--- config.mk ---
export PLATFORM = sky130hd
export DESIGN_NAME = tcc_top
export DESIGN_NICKNAME = d
export VERILOG_FILES = /design/src/core/tcc_pkg.sv /design/src/core/tcc_step_div.sv /design/src/core/tcc_chan_evt.sv /design/src/core/tcc_top.sv
export SDC_FILE = /design/constraint.sdc
export NUM_CORES = 1
export LEC_CHECK = 0
export ABC_AREA = 0
export BUFFER_PORTS_ARGS = -buffer_cell sky130_fd_sc_hd__buf_2
export CAP_MARGIN = 15
export CORE_MARGIN = 2
export CORE_UTILIZATION = 61
export CTS_CLUSTER_SIZE = 30
export DETAILED_ROUTE_END_ITERATION = 12
export PLACE_DENSITY = 0.92
export SYNTH_ARGS = -nofsm -noshare
export SYNTH_HDL_FRONTEND = slang
export SYNTH_SLANG_ARGS = --single-unit
--- constraint.sdc ---
create_clock -name i_clk -period 4.9 [get_ports i_clk]
set_clock_uncertainty 0.05 [all_clocks]
set_input_delay 0.245 -clock i_clk [delete_from_list [all_inputs] [get_ports i_clk]]
set_output_delay 0.245 -clock i_clk [all_outputs]
set_load 0.1 [all_outputs]
--- src/core/tcc_pkg.sv ---
// Shared constants, register map and carrier types of the touch channel control block
package tcc_pkg;

  localparam int NUM_IN = 6;
  localparam int CAL_W  = 10;

  // ------------------------------------------------------------
  // Register map
  // ------------------------------------------------------------
  localparam logic [7:0] ADDR_CAL_REQ = 8'h26;
  localparam logic [7:0] ADDR_IRQ_EN  = 8'h27;
  localparam logic [7:0] ADDR_RPT_EN  = 8'h28;
  localparam logic [5:0] RST_CAL_REQ  = 6'h00;
  localparam logic [5:0] RST_IRQ_EN   = 6'h3f;
  localparam logic [5:0] RST_RPT_EN   = 6'h3f;
  localparam logic [1:0] UNUSED_BITS  = 2'h0;
  localparam logic [5:0] CH_ONE       = 6'h01;
  localparam logic [5:0] CH_NONE      = 6'h00;
  localparam logic [2:0] IDX_FIRST    = 3'h0;
  localparam logic [2:0] IDX_LAST     = 3'h5;
  localparam logic [2:0] IDX_ONE      = 3'h1;

  // ------------------------------------------------------------
  // Calibration value limits
  // ------------------------------------------------------------
  localparam logic [CAL_W-1:0] CAL_MAX = 10'h3ff;
  localparam logic [CAL_W-1:0] CAL_MIN = 10'h000;
  localparam logic [CAL_W-1:0] CAL_RST = 10'h000;

  // ------------------------------------------------------------
  // Timing: one step of press and repeat timing is 35 ms
  // ------------------------------------------------------------
  localparam int CLK_HZ      = 40_000_000;
  localparam int MS_PER_S    = 1000;
  localparam int STEP_MS     = 35;
  localparam int STEP_CYCLES = CLK_HZ / MS_PER_S * STEP_MS;
  localparam int STEP_CNT_W  = 21;
  localparam int HOLD_CNT_W  = 5;
  localparam logic [HOLD_CNT_W-1:0] HOLD_CNT_ZERO = 5'h00;
  localparam logic [HOLD_CNT_W-1:0] HOLD_CNT_ONE  = 5'h01;
  localparam logic [HOLD_CNT_W-1:0] HOLD_CNT_MAX  = 5'h1f;

  typedef enum logic [1:0] {
    CAL_IDLE = 2'b00,
    CAL_SCAN = 2'b01,
    CAL_WAIT = 2'b10
  } tcc_cal_state_t;

  typedef struct packed {
    logic [7:0] addr;
    logic       wr;
    logic       rd;
    logic [7:0] wdata;
  } tcc_reg_req_t;

  typedef struct packed {
    logic             done;
    logic [CAL_W-1:0] value;
  } tcc_cal_rsp_t;

endpackage

--- src/core/tcc_step_div.sv ---
// Divider that makes the one-cycle 35 ms step enable
`timescale 1ns/1ps
module tcc_step_div #(
  parameter int unsigned STEP_CYCLES = tcc_pkg::STEP_CYCLES
) (
  input  wire logic i_clk,
  input  wire logic i_rst_n,
  output logic      o_tick
);

  logic [tcc_pkg::STEP_CNT_W-1:0] cnt_r;
  logic                           tick_r;
  logic                           wrap;

  assign wrap   = (cnt_r == tcc_pkg::STEP_CNT_W'(STEP_CYCLES - 1));
  assign o_tick = tick_r;

  always_ff @(posedge i_clk or negedge i_rst_n) begin
    if (!i_rst_n) begin
      cnt_r  <= '0;
      tick_r <= 1'b0;
    end else begin
      tick_r <= wrap;
      if (wrap) begin
        cnt_r <= '0;
      end else begin
        cnt_r <= cnt_r + tcc_pkg::STEP_CNT_W'(1);
      end
    end
  end

endmodule

--- src/core/tcc_chan_evt.sv ---
// Per-input touch, release and auto-repeat event generator with press-and-hold detection on o_hold
`timescale 1ns/1ps
module tcc_chan_evt (
  input  wire logic       i_clk,
  input  wire logic       i_rst_n,
  input  wire logic       i_tick,
  input  wire logic       i_touch,
  input  wire logic       i_rpt_en,
  input  wire logic       i_rel_en,
  input  wire logic [3:0] i_min_press,
  input  wire logic [3:0] i_interval,
  output logic            o_event,
  output logic            o_hold
);

  logic                           touch_d_r;
  logic                           hold_r;
  logic                           event_r;
  logic [tcc_pkg::HOLD_CNT_W-1:0] cnt_r;
  logic                           rise;
  logic                           fall;
  logic                           hold_hit;
  logic                           rpt_hit;

  assign rise     = i_touch & ~touch_d_r;
  assign fall     = ~i_touch & touch_d_r;
  // Longer than the setting: the hold is declared on the tick after setting+1 full steps
  assign hold_hit = i_tick & ~hold_r & i_rpt_en & (cnt_r == ({1'b0, i_min_press} + tcc_pkg::HOLD_CNT_ONE));
  assign rpt_hit  = i_tick & hold_r & i_rpt_en & i_touch & ~rise
                  & (cnt_r == {1'b0, i_interval});
  assign o_event  = event_r;
  assign o_hold   = hold_r;

  always_ff @(posedge i_clk or negedge i_rst_n) begin
    if (!i_rst_n) begin
      touch_d_r <= 1'b0;
    end else begin
      touch_d_r <= i_touch;
    end
  end

  // ------------------------------------------------------------
  // Hold and repeat step counting
  // ------------------------------------------------------------
  always_ff @(posedge i_clk or negedge i_rst_n) begin
    if (!i_rst_n) begin
      hold_r <= 1'b0;
      cnt_r  <= tcc_pkg::HOLD_CNT_ZERO;
    end else if (rise || !i_touch) begin
      hold_r <= 1'b0;
      cnt_r  <= tcc_pkg::HOLD_CNT_ZERO;
    end else if (hold_hit || rpt_hit) begin
      hold_r <= 1'b1;
      cnt_r  <= tcc_pkg::HOLD_CNT_ZERO;
    end else if (i_tick && cnt_r != tcc_pkg::HOLD_CNT_MAX) begin
      cnt_r <= cnt_r + tcc_pkg::HOLD_CNT_ONE;
    end
  end

  // Touch always, release when enabled, repeats only while held with repeat on
  always_ff @(posedge i_clk or negedge i_rst_n) begin
    if (!i_rst_n) begin
      event_r <= 1'b0;
    end else begin
      event_r <= rise | (fall & i_rel_en) | rpt_hit;
    end
  end

  property p_touch_event;
    @(posedge i_clk) disable iff (!i_rst_n)
    rise |=> o_event;
  endproperty
  a_touch_event: assert property (p_touch_event) else $error("touch gave no event");

  property p_no_repeat_off;
    @(posedge i_clk) disable iff (!i_rst_n)
    (!i_rpt_en && i_touch && touch_d_r) |=> !o_event;
  endproperty
  a_no_repeat_off: assert property (p_no_repeat_off) else $error("repeat event with repeat off");

endmodule

--- src/core/tcc_top.sv ---
// Calibration request, touch interrupt gating and auto-repeat control for six sense inputs
`timescale 1ns/1ps
module tcc_top #(
  parameter int unsigned STEP_CYCLES = tcc_pkg::STEP_CYCLES
) (
  input  wire logic                                     i_clk,
  input  wire logic                                     i_rst_n,
  input  wire tcc_pkg::tcc_reg_req_t                    i_reg,
  output logic [7:0]                                    o_reg_rdata,
  input  wire logic [tcc_pkg::NUM_IN-1:0]               i_touch,
  input  wire logic [tcc_pkg::NUM_IN-1:0]               i_noise,
  input  wire logic [tcc_pkg::NUM_IN-1:0]               i_newly_enabled,
  input  wire logic                                     i_release_irq_enable,
  input  wire logic [3:0]                               i_min_press,
  input  wire logic [3:0]                               i_repeat_interval,
  output logic                                          o_cal_start,
  output logic [2:0]                                    o_cal_chan,
  input  wire tcc_pkg::tcc_cal_rsp_t                    i_cal_rsp,
  output logic [tcc_pkg::NUM_IN-1:0][tcc_pkg::CAL_W-1:0] o_channel_cal_value,
  output logic                                          o_analog_cal_failure_flag,
  input  wire logic                                     i_cal_fail_clr,
  output logic                                          o_alert_n,
  input  wire logic                                     i_alert_clr,
  output logic [tcc_pkg::NUM_IN-1:0]                    o_chan_event
);

  // ------------------------------------------------------------
  // Register state
  // ------------------------------------------------------------
  logic [tcc_pkg::NUM_IN-1:0]              cal_req_r;
  logic [tcc_pkg::NUM_IN-1:0]              cal_req_nxt;
  logic [tcc_pkg::NUM_IN-1:0]              irq_en_r;
  logic [tcc_pkg::NUM_IN-1:0]              rpt_en_r;
  logic [tcc_pkg::NUM_IN-1:0]              fail_r;
  logic [tcc_pkg::NUM_IN-1:0][tcc_pkg::CAL_W-1:0] cal_val_r;
  logic [7:0]                              rdata_r;
  logic                                    analog_cal_failure_flag_r;
  logic                                    alert_r;
  logic                                    start_r;
  tcc_pkg::tcc_cal_state_t                 state_r;
  logic [2:0]                              idx_r;

  logic                                    wr_cal;
  logic                                    wr_irq;
  logic                                    wr_rpt;
  logic [tcc_pkg::NUM_IN-1:0]              pending;
  logic [tcc_pkg::NUM_IN-1:0]              idx_mask;
  logic                                    done_w;
  logic                                    cal_ok;
  logic [tcc_pkg::NUM_IN-1:0]              clr_ok;
  logic [tcc_pkg::NUM_IN-1:0]              new_req;
  logic [tcc_pkg::NUM_IN-1:0]              evt;
  logic [tcc_pkg::NUM_IN-1:0]              gated_evt;
  logic                                    step_tick;

  assign wr_cal   = i_reg.wr && (i_reg.addr == tcc_pkg::ADDR_CAL_REQ);
  assign wr_irq   = i_reg.wr && (i_reg.addr == tcc_pkg::ADDR_IRQ_EN);
  assign wr_rpt   = i_reg.wr && (i_reg.addr == tcc_pkg::ADDR_RPT_EN);
  assign idx_mask = tcc_pkg::CH_ONE << idx_r;
  assign pending  = cal_req_r & ~fail_r;
  assign done_w   = (state_r == tcc_pkg::CAL_WAIT) && i_cal_rsp.done;
  // A noisy input or a value pinned at a rail is not a good calibration
  assign cal_ok   = done_w && !i_noise[idx_r] && (i_cal_rsp.value != tcc_pkg::CAL_MAX)
                  && (i_cal_rsp.value != tcc_pkg::CAL_MIN);
  assign clr_ok   = cal_ok ? idx_mask : tcc_pkg::CH_NONE;
  assign new_req  = (wr_cal ? i_reg.wdata[tcc_pkg::NUM_IN-1:0] : tcc_pkg::CH_NONE) | i_newly_enabled;

  // ------------------------------------------------------------
  // Calibration request register
  // ------------------------------------------------------------
  // Host write replaces the bits, hardware newly-enabled sets win over everything
  always_comb begin
    if (wr_cal) begin
      cal_req_nxt = i_reg.wdata[tcc_pkg::NUM_IN-1:0];
    end else begin
      cal_req_nxt = cal_req_r & ~clr_ok;
    end
    cal_req_nxt = cal_req_nxt | i_newly_enabled;
  end

  always_ff @(posedge i_clk or negedge i_rst_n) begin
    if (!i_rst_n) begin
      cal_req_r <= tcc_pkg::RST_CAL_REQ;
    end else begin
      cal_req_r <= cal_req_nxt;
    end
  end

  // Failed inputs stay requested but are not retried until asked again,
  // otherwise the routine would loop on a stuck input forever
  always_ff @(posedge i_clk or negedge i_rst_n) begin
    if (!i_rst_n) begin
      fail_r <= tcc_pkg::CH_NONE;
    end else begin
      fail_r <= (fail_r | ((done_w && !cal_ok) ? idx_mask : tcc_pkg::CH_NONE)) & ~new_req;
    end
  end

  always_ff @(posedge i_clk or negedge i_rst_n) begin
    if (!i_rst_n) begin
      analog_cal_failure_flag_r <= 1'b0;
    end else if (done_w && !cal_ok) begin
      analog_cal_failure_flag_r <= 1'b1;
    end else if (i_cal_fail_clr) begin
      analog_cal_failure_flag_r <= 1'b0;
    end
  end

  // ------------------------------------------------------------
  // Calibration sequencer
  // ------------------------------------------------------------
  always_ff @(posedge i_clk or negedge i_rst_n) begin
    if (!i_rst_n) begin
      state_r <= tcc_pkg::CAL_IDLE;
      idx_r   <= tcc_pkg::IDX_FIRST;
      start_r <= 1'b0;
    end else begin
      start_r <= 1'b0;
      case (state_r)
        tcc_pkg::CAL_IDLE: begin
          idx_r <= tcc_pkg::IDX_FIRST;
          if (|pending) begin
            state_r <= tcc_pkg::CAL_SCAN;
          end
        end
        tcc_pkg::CAL_SCAN: begin
          if (pending[idx_r]) begin
            state_r <= tcc_pkg::CAL_WAIT;
            start_r <= 1'b1;
          end else if (idx_r == tcc_pkg::IDX_LAST) begin
            state_r <= tcc_pkg::CAL_IDLE;
          end else begin
            idx_r <= idx_r + tcc_pkg::IDX_ONE;
          end
        end
        tcc_pkg::CAL_WAIT: begin
          if (i_cal_rsp.done) begin
            if (idx_r == tcc_pkg::IDX_LAST) begin
              state_r <= tcc_pkg::CAL_IDLE;
            end else begin
              state_r <= tcc_pkg::CAL_SCAN;
              idx_r   <= idx_r + tcc_pkg::IDX_ONE;
            end
          end
        end
        default: begin
          state_r <= tcc_pkg::CAL_IDLE;
        end
      endcase
    end
  end

  assign o_cal_start = start_r;
  assign o_cal_chan  = idx_r;

  // ------------------------------------------------------------
  // Per-input storage and event generators
  // ------------------------------------------------------------
  tcc_step_div #(
    .STEP_CYCLES (STEP_CYCLES)
  ) u_step (
    .i_clk   (i_clk),
    .i_rst_n (i_rst_n),
    .o_tick  (step_tick)
  );

  for (genvar g = 0; g < tcc_pkg::NUM_IN; g++) begin : g_in
    always_ff @(posedge i_clk or negedge i_rst_n) begin
      if (!i_rst_n) begin
        cal_val_r[g] <= tcc_pkg::CAL_RST;
      end else if (done_w && idx_r == 3'(g)) begin
        cal_val_r[g] <= i_cal_rsp.value;
      end
    end

    tcc_chan_evt u_evt (
      .i_clk       (i_clk),
      .i_rst_n     (i_rst_n),
      .i_tick      (step_tick),
      .i_touch     (i_touch[g]),
      .i_rpt_en    (rpt_en_r[g]),
      .i_rel_en    (i_release_irq_enable),
      .i_min_press (i_min_press),
      .i_interval  (i_repeat_interval),
      .o_event     (evt[g]),
      .o_hold      ()
    );
  end

  assign o_channel_cal_value = cal_val_r;

  // ------------------------------------------------------------
  // Enable registers and alert
  // ------------------------------------------------------------
  always_ff @(posedge i_clk or negedge i_rst_n) begin
    if (!i_rst_n) begin
      irq_en_r <= tcc_pkg::RST_IRQ_EN;
    end else if (wr_irq) begin
      irq_en_r <= i_reg.wdata[tcc_pkg::NUM_IN-1:0];
    end
  end

  always_ff @(posedge i_clk or negedge i_rst_n) begin
    if (!i_rst_n) begin
      rpt_en_r <= tcc_pkg::RST_RPT_EN;
    end else if (wr_rpt) begin
      rpt_en_r <= i_reg.wdata[tcc_pkg::NUM_IN-1:0];
    end
  end

  assign gated_evt = evt & irq_en_r;

  // A new event in the clearing cycle keeps the alert asserted
  always_ff @(posedge i_clk or negedge i_rst_n) begin
    if (!i_rst_n) begin
      alert_r <= 1'b0;
    end else if (|gated_evt) begin
      alert_r <= 1'b1;
    end else if (i_alert_clr) begin
      alert_r <= 1'b0;
    end
  end

  assign o_alert_n                 = ~alert_r;
  assign o_chan_event              = gated_evt;
  assign o_analog_cal_failure_flag = analog_cal_failure_flag_r;

  // ------------------------------------------------------------
  // Register read
  // ------------------------------------------------------------
  always_ff @(posedge i_clk or negedge i_rst_n) begin
    if (!i_rst_n) begin
      rdata_r <= '0;
    end else if (i_reg.rd) begin
      case (i_reg.addr)
        tcc_pkg::ADDR_CAL_REQ: rdata_r <= {tcc_pkg::UNUSED_BITS, cal_req_r};
        tcc_pkg::ADDR_IRQ_EN:  rdata_r <= {tcc_pkg::UNUSED_BITS, irq_en_r};
        tcc_pkg::ADDR_RPT_EN:  rdata_r <= {tcc_pkg::UNUSED_BITS, rpt_en_r};
        default:               rdata_r <= '0;
      endcase
    end
  end

  assign o_reg_rdata = rdata_r;

  // ------------------------------------------------------------
  // Checks
  // ------------------------------------------------------------
  property p_cal_clear;
    @(posedge i_clk) disable iff (!i_rst_n)
    (cal_ok && !wr_cal && !(|(i_newly_enabled & idx_mask))) |=> !cal_req_r[$past(idx_r)];
  endproperty
  a_cal_clear: assert property (p_cal_clear) else $error("good calibration left bit set");

  property p_cal_keep;
    @(posedge i_clk) disable iff (!i_rst_n)
    (done_w && !cal_ok && cal_req_r[idx_r] && !wr_cal) |=> cal_req_r[$past(idx_r)];
  endproperty
  a_cal_keep: assert property (p_cal_keep) else $error("failed calibration cleared bit");

  property p_fail_flag;
    @(posedge i_clk) disable iff (!i_rst_n)
    (done_w && !cal_ok) |=> o_analog_cal_failure_flag;
  endproperty
  a_fail_flag: assert property (p_fail_flag) else $error("failure flag not raised");

  property p_newly_set;
    @(posedge i_clk) disable iff (!i_rst_n)
    (|i_newly_enabled) |=> ((cal_req_r & $past(i_newly_enabled)) == $past(i_newly_enabled));
  endproperty
  a_newly_set: assert property (p_newly_set) else $error("newly enabled input not requested");

  property p_cal_value;
    @(posedge i_clk) disable iff (!i_rst_n)
    done_w |=> (o_channel_cal_value[$past(idx_r)] == $past(i_cal_rsp.value));
  endproperty
  a_cal_value: assert property (p_cal_value) else $error("calibration value not stored");

  property p_skip;
    @(posedge i_clk) disable iff (!i_rst_n)
    (state_r == tcc_pkg::CAL_SCAN && !pending[idx_r])
      |=> !o_cal_start ##1 !(o_cal_start && o_cal_chan == $past(idx_r, 2));
  endproperty
  a_skip: assert property (p_skip) else $error("cancelled input was calibrated");

  property p_alert_on;
    @(posedge i_clk) disable iff (!i_rst_n)
    (|(evt & irq_en_r)) |=> !o_alert_n;
  endproperty
  a_alert_on: assert property (p_alert_on) else $error("enabled event missed alert");

  property p_alert_gate;
    @(posedge i_clk) disable iff (!i_rst_n)
    (o_alert_n && !(|(evt & irq_en_r))) |=> o_alert_n;
  endproperty
  a_alert_gate: assert property (p_alert_gate) else $error("masked event asserted alert");

  property p_unused_zero;
    @(posedge i_clk) disable iff (!i_rst_n)
    i_reg.rd |=> (o_reg_rdata[7:6] == tcc_pkg::UNUSED_BITS);
  endproperty
  a_unused_zero: assert property (p_unused_zero) else $error("unused bits read nonzero");

  property p_cal_launch;
    @(posedge i_clk) disable iff (!i_rst_n)
    (state_r == tcc_pkg::CAL_SCAN && pending[idx_r]) |=> (o_cal_start && o_cal_chan == $past(idx_r));
  endproperty
  a_cal_launch: assert property (p_cal_launch) else $error("pending input not started");

  property p_fail_sticky;
    @(posedge i_clk) disable iff (!i_rst_n)
    (o_analog_cal_failure_flag && !i_cal_fail_clr) |=> o_analog_cal_failure_flag;
  endproperty
  a_fail_sticky: assert property (p_fail_sticky) else $error("failure flag dropped on its own");

  property p_irq_write;
    @(posedge i_clk) disable iff (!i_rst_n)
    wr_irq |=> (irq_en_r == $past(i_reg.wdata[tcc_pkg::NUM_IN-1:0]));
  endproperty
  a_irq_write: assert property (p_irq_write) else $error("interrupt enable write lost");

  property p_rpt_write;
    @(posedge i_clk) disable iff (!i_rst_n)
    wr_rpt |=> (rpt_en_r == $past(i_reg.wdata[tcc_pkg::NUM_IN-1:0]));
  endproperty
  a_rpt_write: assert property (p_rpt_write) else $error("repeat enable write lost");

endmodule

Word level (Yosys, flattened, before mapping)
Cells that the tools add are included.
- register bits: 170
- input port bits: 60
- output and inout bits: 80
- logic and storage cells: 318
- add/subtract/negate cells: 9
- order comparisons: 1
- eq/ne operators: 34
- shifts and indexed selects: 1
- mux-type cells: 56
- bitwise logic cells: 113
- reduce and logical (&&, ||, !) cells: 62
- operators with widths (kind ; count):
    $mux W5 ; 18
    $and A1 B1 Y1 ; 66
    $add A5 B1 Y5 const B ; 6
    $eq A5 B4 Y1 ; 6
    $eq A5 B5 Y1 ; 6
    $ne A5 B5 Y1 const B ; 6
    $not A1 Y1 ; 25
    $and A6 B6 Y6 ; 4
    $eq A8 B6 Y1 const B ; 3
    $mux W6 ; 4
    $add A21 B1 Y21 const B ; 1
    $eq A21 B21 Y1 const B ; 1
    $mux W1 ; 21
    $mux W21 ; 1
    $reduce_bool A3 Y1 ; 7
    $logic_and A1 B1 Y1 ; 20
    $not A6 Y6 ; 3
    $or A6 B6 Y6 ; 3
    $pmux W6 S3 ; 1
    $reduce_bool A2 Y1 ; 8
    $logic_or A1 B1 Y1 ; 12
    $or A1 B1 Y1 ; 12
    $reduce_or A6 Y1 ; 2
    $ne A10 B10 Y1 const B ; 1
    21 further kinds ; 39

Logic depth before layout (Yosys ltp)
Gate-level depths: netlist (run 1).
- depth in word-level cells: 11
- mapped depth: 9
- gate-level depth less buffers: 7

Modules after synthesis
From an unflattened synthesis (run 1), not the netlist that was laid out.
- cells, all modules: 752
- area total of the unflattened synthesis: 8873.5 µm²
- by module, submodules not included (module ; times used ; cells an instance ; area an instance (µm²) ; sequential area each (µm²)):
    tcc_top ; 1 ; 344 ; 4418.0 ; 2467.4
    tcc_chan_evt ; 6 ; 51 ; 556.8 ; 200.2
    tcc_step_div ; 1 ; 102 ; 1114.8 ; 550.5

Least setup slack after synthesis (run 1)
OpenSTA, ideal clock, no wires.
- path kind: reg2reg
- start: register idx_r[0] (netlist: o_cal_chan[0])
- end: register cal_req_r[4] in the netlist's numbering
- setup time: 126 ps
- arrival: 2538 ps
- data required time: 4724 ps
- slack: 2186 ps
- stages on the path, launching flop included: 7
- buffers on the path: 2
- period minus slack after synthesis: 2714 ps
- path through: dfrtp_1 -> buf_6 -> mux4_2 -> a2111o_1 -> buf_6 -> o311ai_1 -> nand2_1
- word-level cells in the longest chain between the ends: 11
- elaborated cells between the ends (all ways): 12
- classes of those cells: shift (1); mux (4); bitwise (3); reduce/logical (4)
- RTL lines (item ; line ; RTL):
    start: declaration ; tcc_top.sv:41 ; logic [2:0] idx_r;
    start signal: assignment ; tcc_top.sv:115 ; idx_r <= tcc_pkg::IDX_FIRST;
    start signal: assignment ; tcc_top.sv:121 ; idx_r <= tcc_pkg::IDX_FIRST;
    start signal: assignment ; tcc_top.sv:133 ; idx_r <= idx_r + tcc_pkg::IDX_ONE;
    $bmux W1 S3 ; tcc_top.sv:63 ; assign cal_ok = done_w && !i_noise[idx_r] && (i_cal_rsp.value != tcc_pkg::CAL_MAX)
    $mux W1 (not written as such) ; tcc_top.sv:63 ;
    $logic_not A1 Y1 ; tcc_top.sv:63 ;
    $logic_and A1 B1 Y1 (2 in a row) ; tcc_top.sv:63 ;
    $logic_and A1 B1 Y1 ; tcc_top.sv:64 ; && (i_cal_rsp.value != tcc_pkg::CAL_MIN);
    $mux W6 (*) ; tcc_top.sv:65 ; assign clr_ok = cal_ok ? idx_mask : tcc_pkg::CH_NONE;
    $not A6 Y6 (*) ; tcc_top.sv:76 ; cal_req_nxt = cal_req_r & ~clr_ok;
    $and A6 B6 Y6 (*) ; tcc_top.sv:76 ;
    $mux W6 (*) ; tcc_top.sv:73 ; if (wr_cal) begin
    $or A6 B6 Y6 (*) ; tcc_top.sv:78 ; cal_req_nxt = cal_req_nxt | i_newly_enabled;
    named net cal_req_nxt (one bit) ; tcc_top.sv:31 ; logic [tcc_pkg::NUM_IN-1:0] cal_req_nxt;
    end signal: assignment ; tcc_top.sv:83 ; cal_req_r <= tcc_pkg::RST_CAL_REQ;
    end signal: assignment ; tcc_top.sv:85 ; cal_req_r <= cal_req_nxt;
    end: declaration ; tcc_top.sv:30 ; logic [tcc_pkg::NUM_IN-1:0] cal_req_r;
The timed path passes the listed nets; every way through them passes the cells marked *. The select of a mux whose other input is x is not followed.
A chain may end at the register's enable or synchronous reset.

Final worst setup path (run 1)
- start: register u_step.cnt_r[13] in the netlist's numbering
- end: register u_step.cnt_r[1] in the netlist's numbering
- word-level cells in the longest chain between the ends: 2
- RTL lines (item ; line ; RTL):
    start: declaration ; tcc_step_div.sv:11 ; logic [tcc_pkg::STEP_CNT_W-1:0] cnt_r;
    start signal: assignment ; tcc_step_div.sv:27 ; cnt_r <= cnt_r + tcc_pkg::STEP_CNT_W'(1);
    $eq A21 B21 Y1 ; tcc_step_div.sv:15 ; assign wrap = (cnt_r == tcc_pkg::STEP_CNT_W'(STEP_CYCLES - 1));
    $mux W21 ; tcc_step_div.sv:24 ; if (wrap) begin
Every way passes these cells.

==> reports/qor.csv, run 1 <==
metric,value,unit
cts_tree,yes,
fp.dieH,121,um
num_vias,6703,
fillers,854,
synth_edf_count,0,
grt_pass1_wl,34600,um
grtUsageTotal,0.309,
hold_viol_final,1,
peakVddDrop,0.000465,V
clock_path_buffers,2,
syn2layout_area_growth,18.0,%
power_density,552,nW/um2
rsz0062_at_grt,no,
finalCritPeriodShare,0.512,
num_io_pins,140,
r2r_slack,2390,ps
fin_util,0.739,
cpPeakStageDelay,590,ps
yosys_warnings,0,
endpoint_kind,register,
grt_pass1_vias,6912,
yosysTopAreaCell,dfrtp_1,
core,13200,um2
fmax,399,MHz
synth-seq-cells,168,
h-tree-depth,4,
cts_sinks,168,
diodes,0,
crit_arrival,2780,ps
slew_headroom,0.482,
worstMarginPinSlew,776,ps
cts_buffers,17,
yosysTopAreaCellShare,0.470,
overflow,0,
avgSynthCellArea,10.6,um2
worstSkewPairLatency,440,ps
finalWirelength,21500,um
tns,0,ps
layout.nets,1009,
synthArstFlopShare,1.00,
dr.first_iter.drc_count,777,
cp_slowest_cell,nor3b_1,
hold_ws,-3.99,ps
wl_per_cell,19.3,um
grt_start_max_net_pins,64,
startpoint_type,register,
ys.flop_type,dfrtp_1,
dp_hpwl,14400,um
crit_fanout,9,
viasPerCell,6.02,
die_area,14600,um2
status,finished with violations,
p_leak,4.77,nW
slew_viol_final,0,
crit_chain,nor4b_1 > nand2_1 > nor4_1 > nor3b_1 > buf_4 > nor2b_1,
synthTopCellsByCount,"dfrtp_1 (156), nand2_1 (139), nor2_1 (59)",
synth_area,8300,um2
syn_inst,785,
setup_viol,0,
start_util,0.627,
violations,negative hold slack,
clk_pin_slew,70,ps
synth.yosys.seq_area_share,0.508,
ys_top_cells_by_area,"dfrtp_1 (47%), nand2_1 (6.3%), mux2_2 (6.0%), xnor2_1 (5.4%), xor2_1 (3.9%)",
die_w,121,um
cts_root_buf,clkbuf_16,
gp_congestion,0.877,
criticalPathCategory,register to register,
cp.required,5170,ps
stdcell_area,9790,um2
drive_gt1_frac,0.251,
remaining_drc_errors,0,
portBuffers,135,
drt-pass1-iter-count,5,
synth.most_common_cell,dfrtp_1,
placed_area,9090,um2
antenna_found_initial,0,
synth_cell_type_count,56,
rows,42,
drtAntennaViolNets,0,
period_minus_slack,2510,ps
cap_violations,0,
hp-class,primary input to register,
[power by group]
| group | total [mW] | internal [mW] | switching, mW | leakage (nW) |
|---|---|---|---|---|
| combinational | 2.32 | 0.378 | 1.94 | 2.31 |
| sequential | 1.76 | 1.61 | 0.147 | 2.19 |
| clock | 1.33 | 0.756 | 0.570 | 0.275 |
[final cells by class]
| class | instances | area, um2 | share of cell area |
|---|---|---|---|
| clock buffer | 19 | 433 | 0.0442 |
| clock inverter | 12 | 141 | 0.0144 |
| inverter | 27 | 101 | 0.0104 |
| multi-input combinational | 561 | 3840 | 0.392 |
| sequential | 168 | 4220 | 0.431 |
| tap | 176 | 220 | 0.0225 |
| timing repair buffer | 151 | 835 | 0.0852 |
[per-layer routing]
metal | share of wire | vias up | wire, um | GRT usage
met4 | 0.043 | 0 | 912 | 0.158
met2 | 0.50 | 356 | 10800 | 0.507
li1 | - | 2974 | - | -
met5 | 0 | - | 0 | 0
met3 | 0.068 | 80 | 1450 | 0.0722
met1 | 0.39 | 3293 | 8280 | 0.383
[kinds of logic (layout without fill, tap and decap cells)]
logic type                 count (synthesis)  after routing  synth area share
AOI/OAI and AO/OA                         77             77            0.0686
xor gates and xnor gates                  91             91            0.0995
adders and majority gates                 23             23            0.0347
buffers and inverters                     57            209            0.0294
DFF                                      168            168             0.508
muxes                                     59             59            0.0808
other                                      1              2          0.000452
and+or+nand+nor                          309            309             0.178
[worst max-delay path: cells and delay by family, from the launching register on]
family,cells,cell delay (ps)
flops,1,440
simple gates,5,1610
buf+inv,1,280
[worst paths after layout]
| kind | from | endpoint | cells after the start |
|---|---|---|---|
| setup / recovery | u_step.cnt_r[13] | u_step.cnt_r[1] | 6 |
| hold / removal | i_newly_enabled[0] | cal_req_r[0] | 3 |
| setup reg to reg | u_step.cnt_r[13] | u_step.cnt_r[1] | 6 |
| hold reg to reg | o_channel_cal_value[15] | o_channel_cal_value[15] | 2 |
| max in group asynchronous | i_rst_n | o_channel_cal_value[19] | 3 |
| min in group asynchronous | i_rst_n | g_in[2].u_evt.cnt_r[3] | 2 |
[through the flow]
| step | setup WS (ps) | hold slack (ps) | total power [mW] | std cells |
|---|---|---|---|---|
| finish | 2390 | -3.99 | 5.40 | 1114 |
| global route | 2150 | 10.8 | 5.57 | 1114 |
| CTS | 2430 | 3.04 | 5.39 | 1114 |
| detailed placement | 2370 | 174 | 4.06 | 1070 |
| global placement | 2430 | 177 | 4.01 | 1070 |
| floorplan | 2190 | -101 | 3.63 | 786 |
[state kept, by name (all words and copies together) (netlist names), 6 cells and up]
register / flops
g_in.u_evt.cnt_r: 30
g_in.u_evt.touch_d_r: 6
irq_en_r: 6
cal_req_r: 6
o_reg_rdata: 6
o_channel_cal_value: 60
rpt_en_r: 6
g_in.u_evt.o_hold: 6
g_in.u_evt.o_event: 6
fail_r: 6
u_step.cnt_r: 21
[cells in the final DEF (no fill, tap or decap), types with 3 or more instances in the layout]
master,synthesis,layout
nand2b_1,7,7
mux2_2,44,44
ha_1,23,23
xnor2_1,51,51
nor2b_1,15,15
a21oi_1,24,24
xor2_1,37,37
buf_4,3,3
nor3_1,4,4
o21bai_1,3,3
inv_1,27,27
dlygate4sd3_1,0,13
o41ai_2,5,5
a22o_1,6,6
o22ai_1,7,7
dfrtp_1,156,156
nand2_1,139,139
mux2i_1,13,13
dfstp_2,12,12
nand4_1,14,14
and3_1,10,10
clkbuf_16,0,17
a41oi_1,6,6
nor3b_1,4,4
nor4_1,10,10
buf_2,3,134
and2_1,8,8
o211ai_1,3,3
o21ai_0,5,5
inv_6,0,5
a22oi_1,5,5
o311ai_1,4,4
nand3_1,15,15
or4_1,14,14
nor2_1,59,59
[timing repair]
action	CTS	global route
hold endpoints to repair	66	0
gates resized for setup	0	0
setup endpoints to repair	0	0
setup buffers	0	0
hold buffers	13	0
(Power assumes the default switching activity.)
==> run 2: changes to the inputs <==
- ABC_AREA: 0 -> 1
- CORE_UTILIZATION: 61 -> 52
- PLACE_DENSITY: 0.92 -> 0.83
- clock period: 4.9 -> 2.1 ns (I/O delays scaled with it)
==> run 2 against run 1 <==
  * The flow now finishes without violations
  * Clock power increased by 150%
  * Sequential power increased by 140%
  * Die area increased by 25%
  * Core utilization decreased by 9.1 points
  * Via count increased by 20%
  * Global-route usage decreased by 5.1 points
  * Register-to-register slack got worse by 2200 ps
  * Worst setup slack got worse by 2200 ps
==> reports/qor.csv, run 2 <==
metric,value,unit
status,"finished, final reports clean",
synth.yosys.seq_area_share,0.474,
power_density,1260,nW/um2
yosysTopAreaCell,dfrtp_1,
h-tree-depth,4,
wl_per_cell,14.7,um
stdcell_area,10800,um2
synth.most_common_cell,nand2_1,
synth_top_family_by_area,simple AND/OR/NAND/NOR gates,
synth_simple_gate_area_share,0.267,
p_leak,5.53,nW
synth_mux_area_frac,0.00380,
synth_compound_area_frac,0.0924,
startpoint_type,register,
setup_viol,0,
synth-adder-area-share,0.0323,
ys_top_cells_by_area,"dfrtp_1 (44%), nand2_1 (12%), inv_1 (6.4%), nor2_1 (5.7%), o21ai_0 (4.7%)",
drive_gt1_frac,0.183,
cts_root_buf,clkbuf_16,
dp_hpwl,15900,um
peakVddDrop,0.00182,V
p_total,13.6,mW
crit_arrival,2190,ps
worstMarginPinSlew,589,ps
endpoint_kind,register,
hold_end,o_channel_cal_value[54],
die_w,135,um
synthArstFlopShare,1.00,
grtUsageMet3,0.0541,
syn_inst,1124,
hold_depth,3,
grt_start_max_net_pins,61,
synth_edf_count,0,
grtUsageTotal,0.258,
grt_pass1_wl,37000,um
diodes,0,
met2_usage,0.422,
worstReg2RegStart,g_in[2].u_evt.cnt_r[1],
start_util,0.535,
hp-start,i_cal_rsp[4],
yosys_warnings,0,
cts_tree,yes,
crit_fanout,6,
cap_violations,0,
overflow,0,
tns,0,ps
viasPerCell,5.25,
synth_xor_area_frac,0.0482,
dr.first_iter.drc_count,628,
clk_pin_slew,80,ps
hold_viol_final,0,
hp-class,primary input to register,
rows,47,
slew_headroom,0.607,
largest_reg_flops,60,
criticalPathCategory,register to register,
antenna_found_initial,0,
num_vias,8026,
grt_use_met1,0.334,
synth_area,8900,um2
worst_slack,232,ps
grt-busiest-layer,met2,
fp.dieH,135,um
gp_congestion,0.932,
placed_area,9850,um2
drt-pass1-iter-count,6,
cts_setup_buffers,0,
fmax,535,MHz
finalWirelength,22500,um
die_area,18200,um2
r2r-end,g_in[2].u_evt.cnt_r[3],
ys.flop_type,dfrtp_1,
mostFrequentLayoutCells,"nand2_1 (275), dfrtp_1 (154), inv_1 (151)",
num_io_pins,140,
synthTopCellsByCount,"nand2_1 (275), dfrtp_1 (156), inv_1 (151)",
syn2layout_area_growth,21.3,%
core,16600,um2
finalCritPeriodShare,0.890,
rsz0062_at_grt,no,
remaining_drc_errors,0,
fin_util,0.648,
period_minus_slack,1870,ps
layout.nets,1378,
drtAntennaViolNets,0,
cp.required,2420,ps
place_ws,253,ps
fillers,1308,
portBuffers,135,
yosysTopAreaCellShare,0.439,
synth_cell_type_count,41,
worstSkewPairLatency,450,ps
avgSynthCellArea,7.91,um2
synth-seq-cells,168,
clock_path_buffers,2,
cts_buffers,17,
worstRegToRegCells,8,
layout_commonest_cell,nand2_1,
cts_sinks,168,
grt_pass1_vias,7701,
r2r_slack,230,ps
slew_viol_final,0,
run 2: final cells by class:
cell class / count / area (um2) / share of cell area
clock buffer: 17 / 425 / 0.0394
timing repair buffer: 178 / 1100 / 0.102
multi-input combinational: 773 / 3960 / 0.367
tap: 220 / 275 / 0.0255
clock inverter: 15 / 216 / 0.0201
inverter: 157 / 592 / 0.0548
sequential: 168 / 4220 / 0.391
run 2: logic make-up (layout without fill, tap and decap cells):
| group | Yosys count | count (layout) |
|---|---|---|
| AO/OA/AOI/OAI | 152 | 152 |
| XOR/XNOR | 49 | 49 |
| adder cells (fa/ha/maj) | 23 | 23 |
| buffers and inverters | 184 | 367 |
| flip-flops | 168 | 168 |
| multiplexers | 3 | 3 |
| other | 1 | 2 |
| AND/OR/NAND/NOR | 544 | 544 |
run 2: how the worst max path moves through the flow:
stage,start,endpoint,depth (start not counted)
final,g_in[2].u_evt.cnt_r[1],g_in[2].u_evt.cnt_r[3],8
after global routing,g_in[2].u_evt.cnt_r[1],g_in[2].u_evt.cnt_r[3],8
after CTS,g_in[3].u_evt.cnt_r[0],g_in[3].u_evt.cnt_r[1],8
after detailed placement,g_in[3].u_evt.cnt_r[1],g_in[3].u_evt.cnt_r[1],8
after global placement,g_in[3].u_evt.cnt_r[1],g_in[3].u_evt.cnt_r[1],8
after floorplan,o_cal_chan[1],o_cal_chan[2],8
run 2: stage by stage:
stage,hold WS (ps),std cells
after floorplan,-241,1125
after global placement,82.0,1466
after detailed placement,93.0,1466
after CTS,6.68,1528
after global routing,16.6,1528
final,3.15,1528
run 2: metal layers:
layer	vias up	part of all wire
li1	3916	-
met1	3741	0.43
met2	313	0.48
met3	56	0.067
met4	0	0.028
met5	-	0
run 2: where the power goes:
part           internal [mW]  switching (mW)
clock                   1.65            1.61
combinational          0.924            5.19
sequential              3.84           0.371
run 2: what timing repair did:
item / 4_1_cts / 5_1_grt
gates resized for setup: 0 / 0
setup endpoints to repair: 0 / 0
hold endpoints to repair: 106 / 0
hold buffers: 30 / 0
run 2: critical path: stages (launching register included):
cell and delay, ps:
dfrtp_1 450, ha_1 230, nand2_1 80, nor2_1 40, ha_1 160, nor2_1 340
nand4_1 170, xor2_1 180, nor2_1 100
==> run 3: changes to the inputs <==
- CORE_UTILIZATION: 52 -> 50
- PLACE_DENSITY: 0.83 -> 0.81
==> run 3 against run 2 <==
  * Routed wire length up 3.3%
  * First-iteration DRC count down 13%
  * Register-to-register slack worse by 60 ps
  * Final area up 0.64%
  * Core utilization down 2.3 points
  * Die area up 3.9%
==> reports/qor.csv, run 3 (synthesis gave the netlist of run 2 again) <==
metric,value,unit
cts_tree,yes,
finalCritPeriodShare,0.917,
grt_pass1_wl,37000,um
hold_viol_final,0,
fin_util,0.626,
fp.dieH,137,um
peakVddDrop,0.00151,V
h-tree-depth,4,
mostFrequentLayoutCells,"nand2_1 (275), dfrtp_1 (154), inv_1 (151)",
worstReg2RegStart,state_r[0],
finalNonFillerCells,1541,
fmax,519,MHz
setup_viol,0,
crit_arrival,2220,ps
cts_setup_buffers,0,
drive_gt1_frac,0.188,
syn2layout_area_growth,22.1,%
cp.required,2400,ps
finalWirelength,23200,um
clk_pin_slew,80,ps
drt-pass1-iter-count,5,
cts_sinks,168,
viasPerCell,5.26,
num_vias,8108,
core,17400,um2
wl_per_cell,15.1,um
crit_fanout,20,
start_util,0.513,
gp_congestion,0.930,
grt_pass1_vias,7700,
slew_viol_final,0,
antenna_found_initial,0,
tns,0,ps
rsz0062_at_grt,no,
hp-class,primary input to register,
hold_ws,3.73,ps
drtAntennaViolNets,0,
remaining_drc_errors,0,
overflow,0,
critPathLaunch,state_r[0],
portBuffers,135,
die_area,18900,um2
layout.nets,1386,
largest_reg_flops,60,
grtUsageTotal,0.254,
power_density,1260,nW/um2
cts_root_buf,clkbuf_16,
num_io_pins,140,
p_leak,5.57,nW
dr.first_iter.drc_count,545,
dp_hpwl,16400,um
rows,48,
worstSkewPairLatency,440,ps
hp-start,i_cal_rsp[2],
startpoint_type,register,
cts_buffers,17,
dp.cells,1477,
grt_start_max_net_pins,66,
diodes,0,
p_total,13.7,mW
cap_violations,0,
worstMarginPinSlew,645,ps
layout_commonest_cell,nand2_1,
period_minus_slack,1930,ps
status,"finished, final reports clean",
endpoint_kind,register,
clock_path_buffers,2,
criticalPathCategory,register to register,
die_w,137,um
slew_headroom,0.570,
run 3: report_power, final:
part	internal, mW	leakage, nW	switching, mW
Clock	1.66	0.305	1.63
Sequential	3.84	2.18	0.378
Combinational	0.939	3.08	5.22
run 3: what timing repair did:
item                                    in CTS  in global routing
endpoints found under the setup margin       0                  2
hold buffers                                32                  0
hold endpoints to repair                    98                  0
gates resized for setup                      0                  1
run 3: critical path, stage by stage (launching register included):
cell and delay (ps):
dfrtp_1 420, inv_1 110, ha_1 180, nand2_1 100
inv_1 120, buf_4 180, nand2_1 340, o21ai_0 320
run 3: per-stage QoR:
stage               cell area [um2]  setup slack (ps)
floorplan                      8900              29.2
global placement               9900               293
detailed placement             9900               202
CTS                           10900               143
global route                  10900              27.2
finish                        10900               173
run 3: metal layers:
metal,global-route usage,routed length (um),part of all wire,vias up
met5,0,0,0,-
met4,0.0939,578,0.025,0
met3,0.0662,1350,0.058,48
met2,0.422,11400,0.49,260
met1,0.319,9940,0.43,3872
li1,-,-,-,3928
run 3: path summary, 6_finish.rpt:
check | end | slack, ps | cells after the start
max in group asynchronous | alert_r | 1110 | 3
max | o_channel_cal_value[39] | 170 | 7
min | o_channel_cal_value[52] | 4 | 3
min in group asynchronous | u_step.cnt_r[20] | 170 | 2
max reg2reg | o_channel_cal_value[39] | 170 | 7
min reg2reg | o_channel_cal_value[38] | 440 | 2
run 3: layout make-up:
class                      instances  area (um2)
inverter                         157         592
clock inverter                    15         211
timing repair buffer             186        1170
multi-input combinational        773        3960
tap                              225         282
sequential                       168        4220
fill                            1479        6500
clock buffer                      17         425
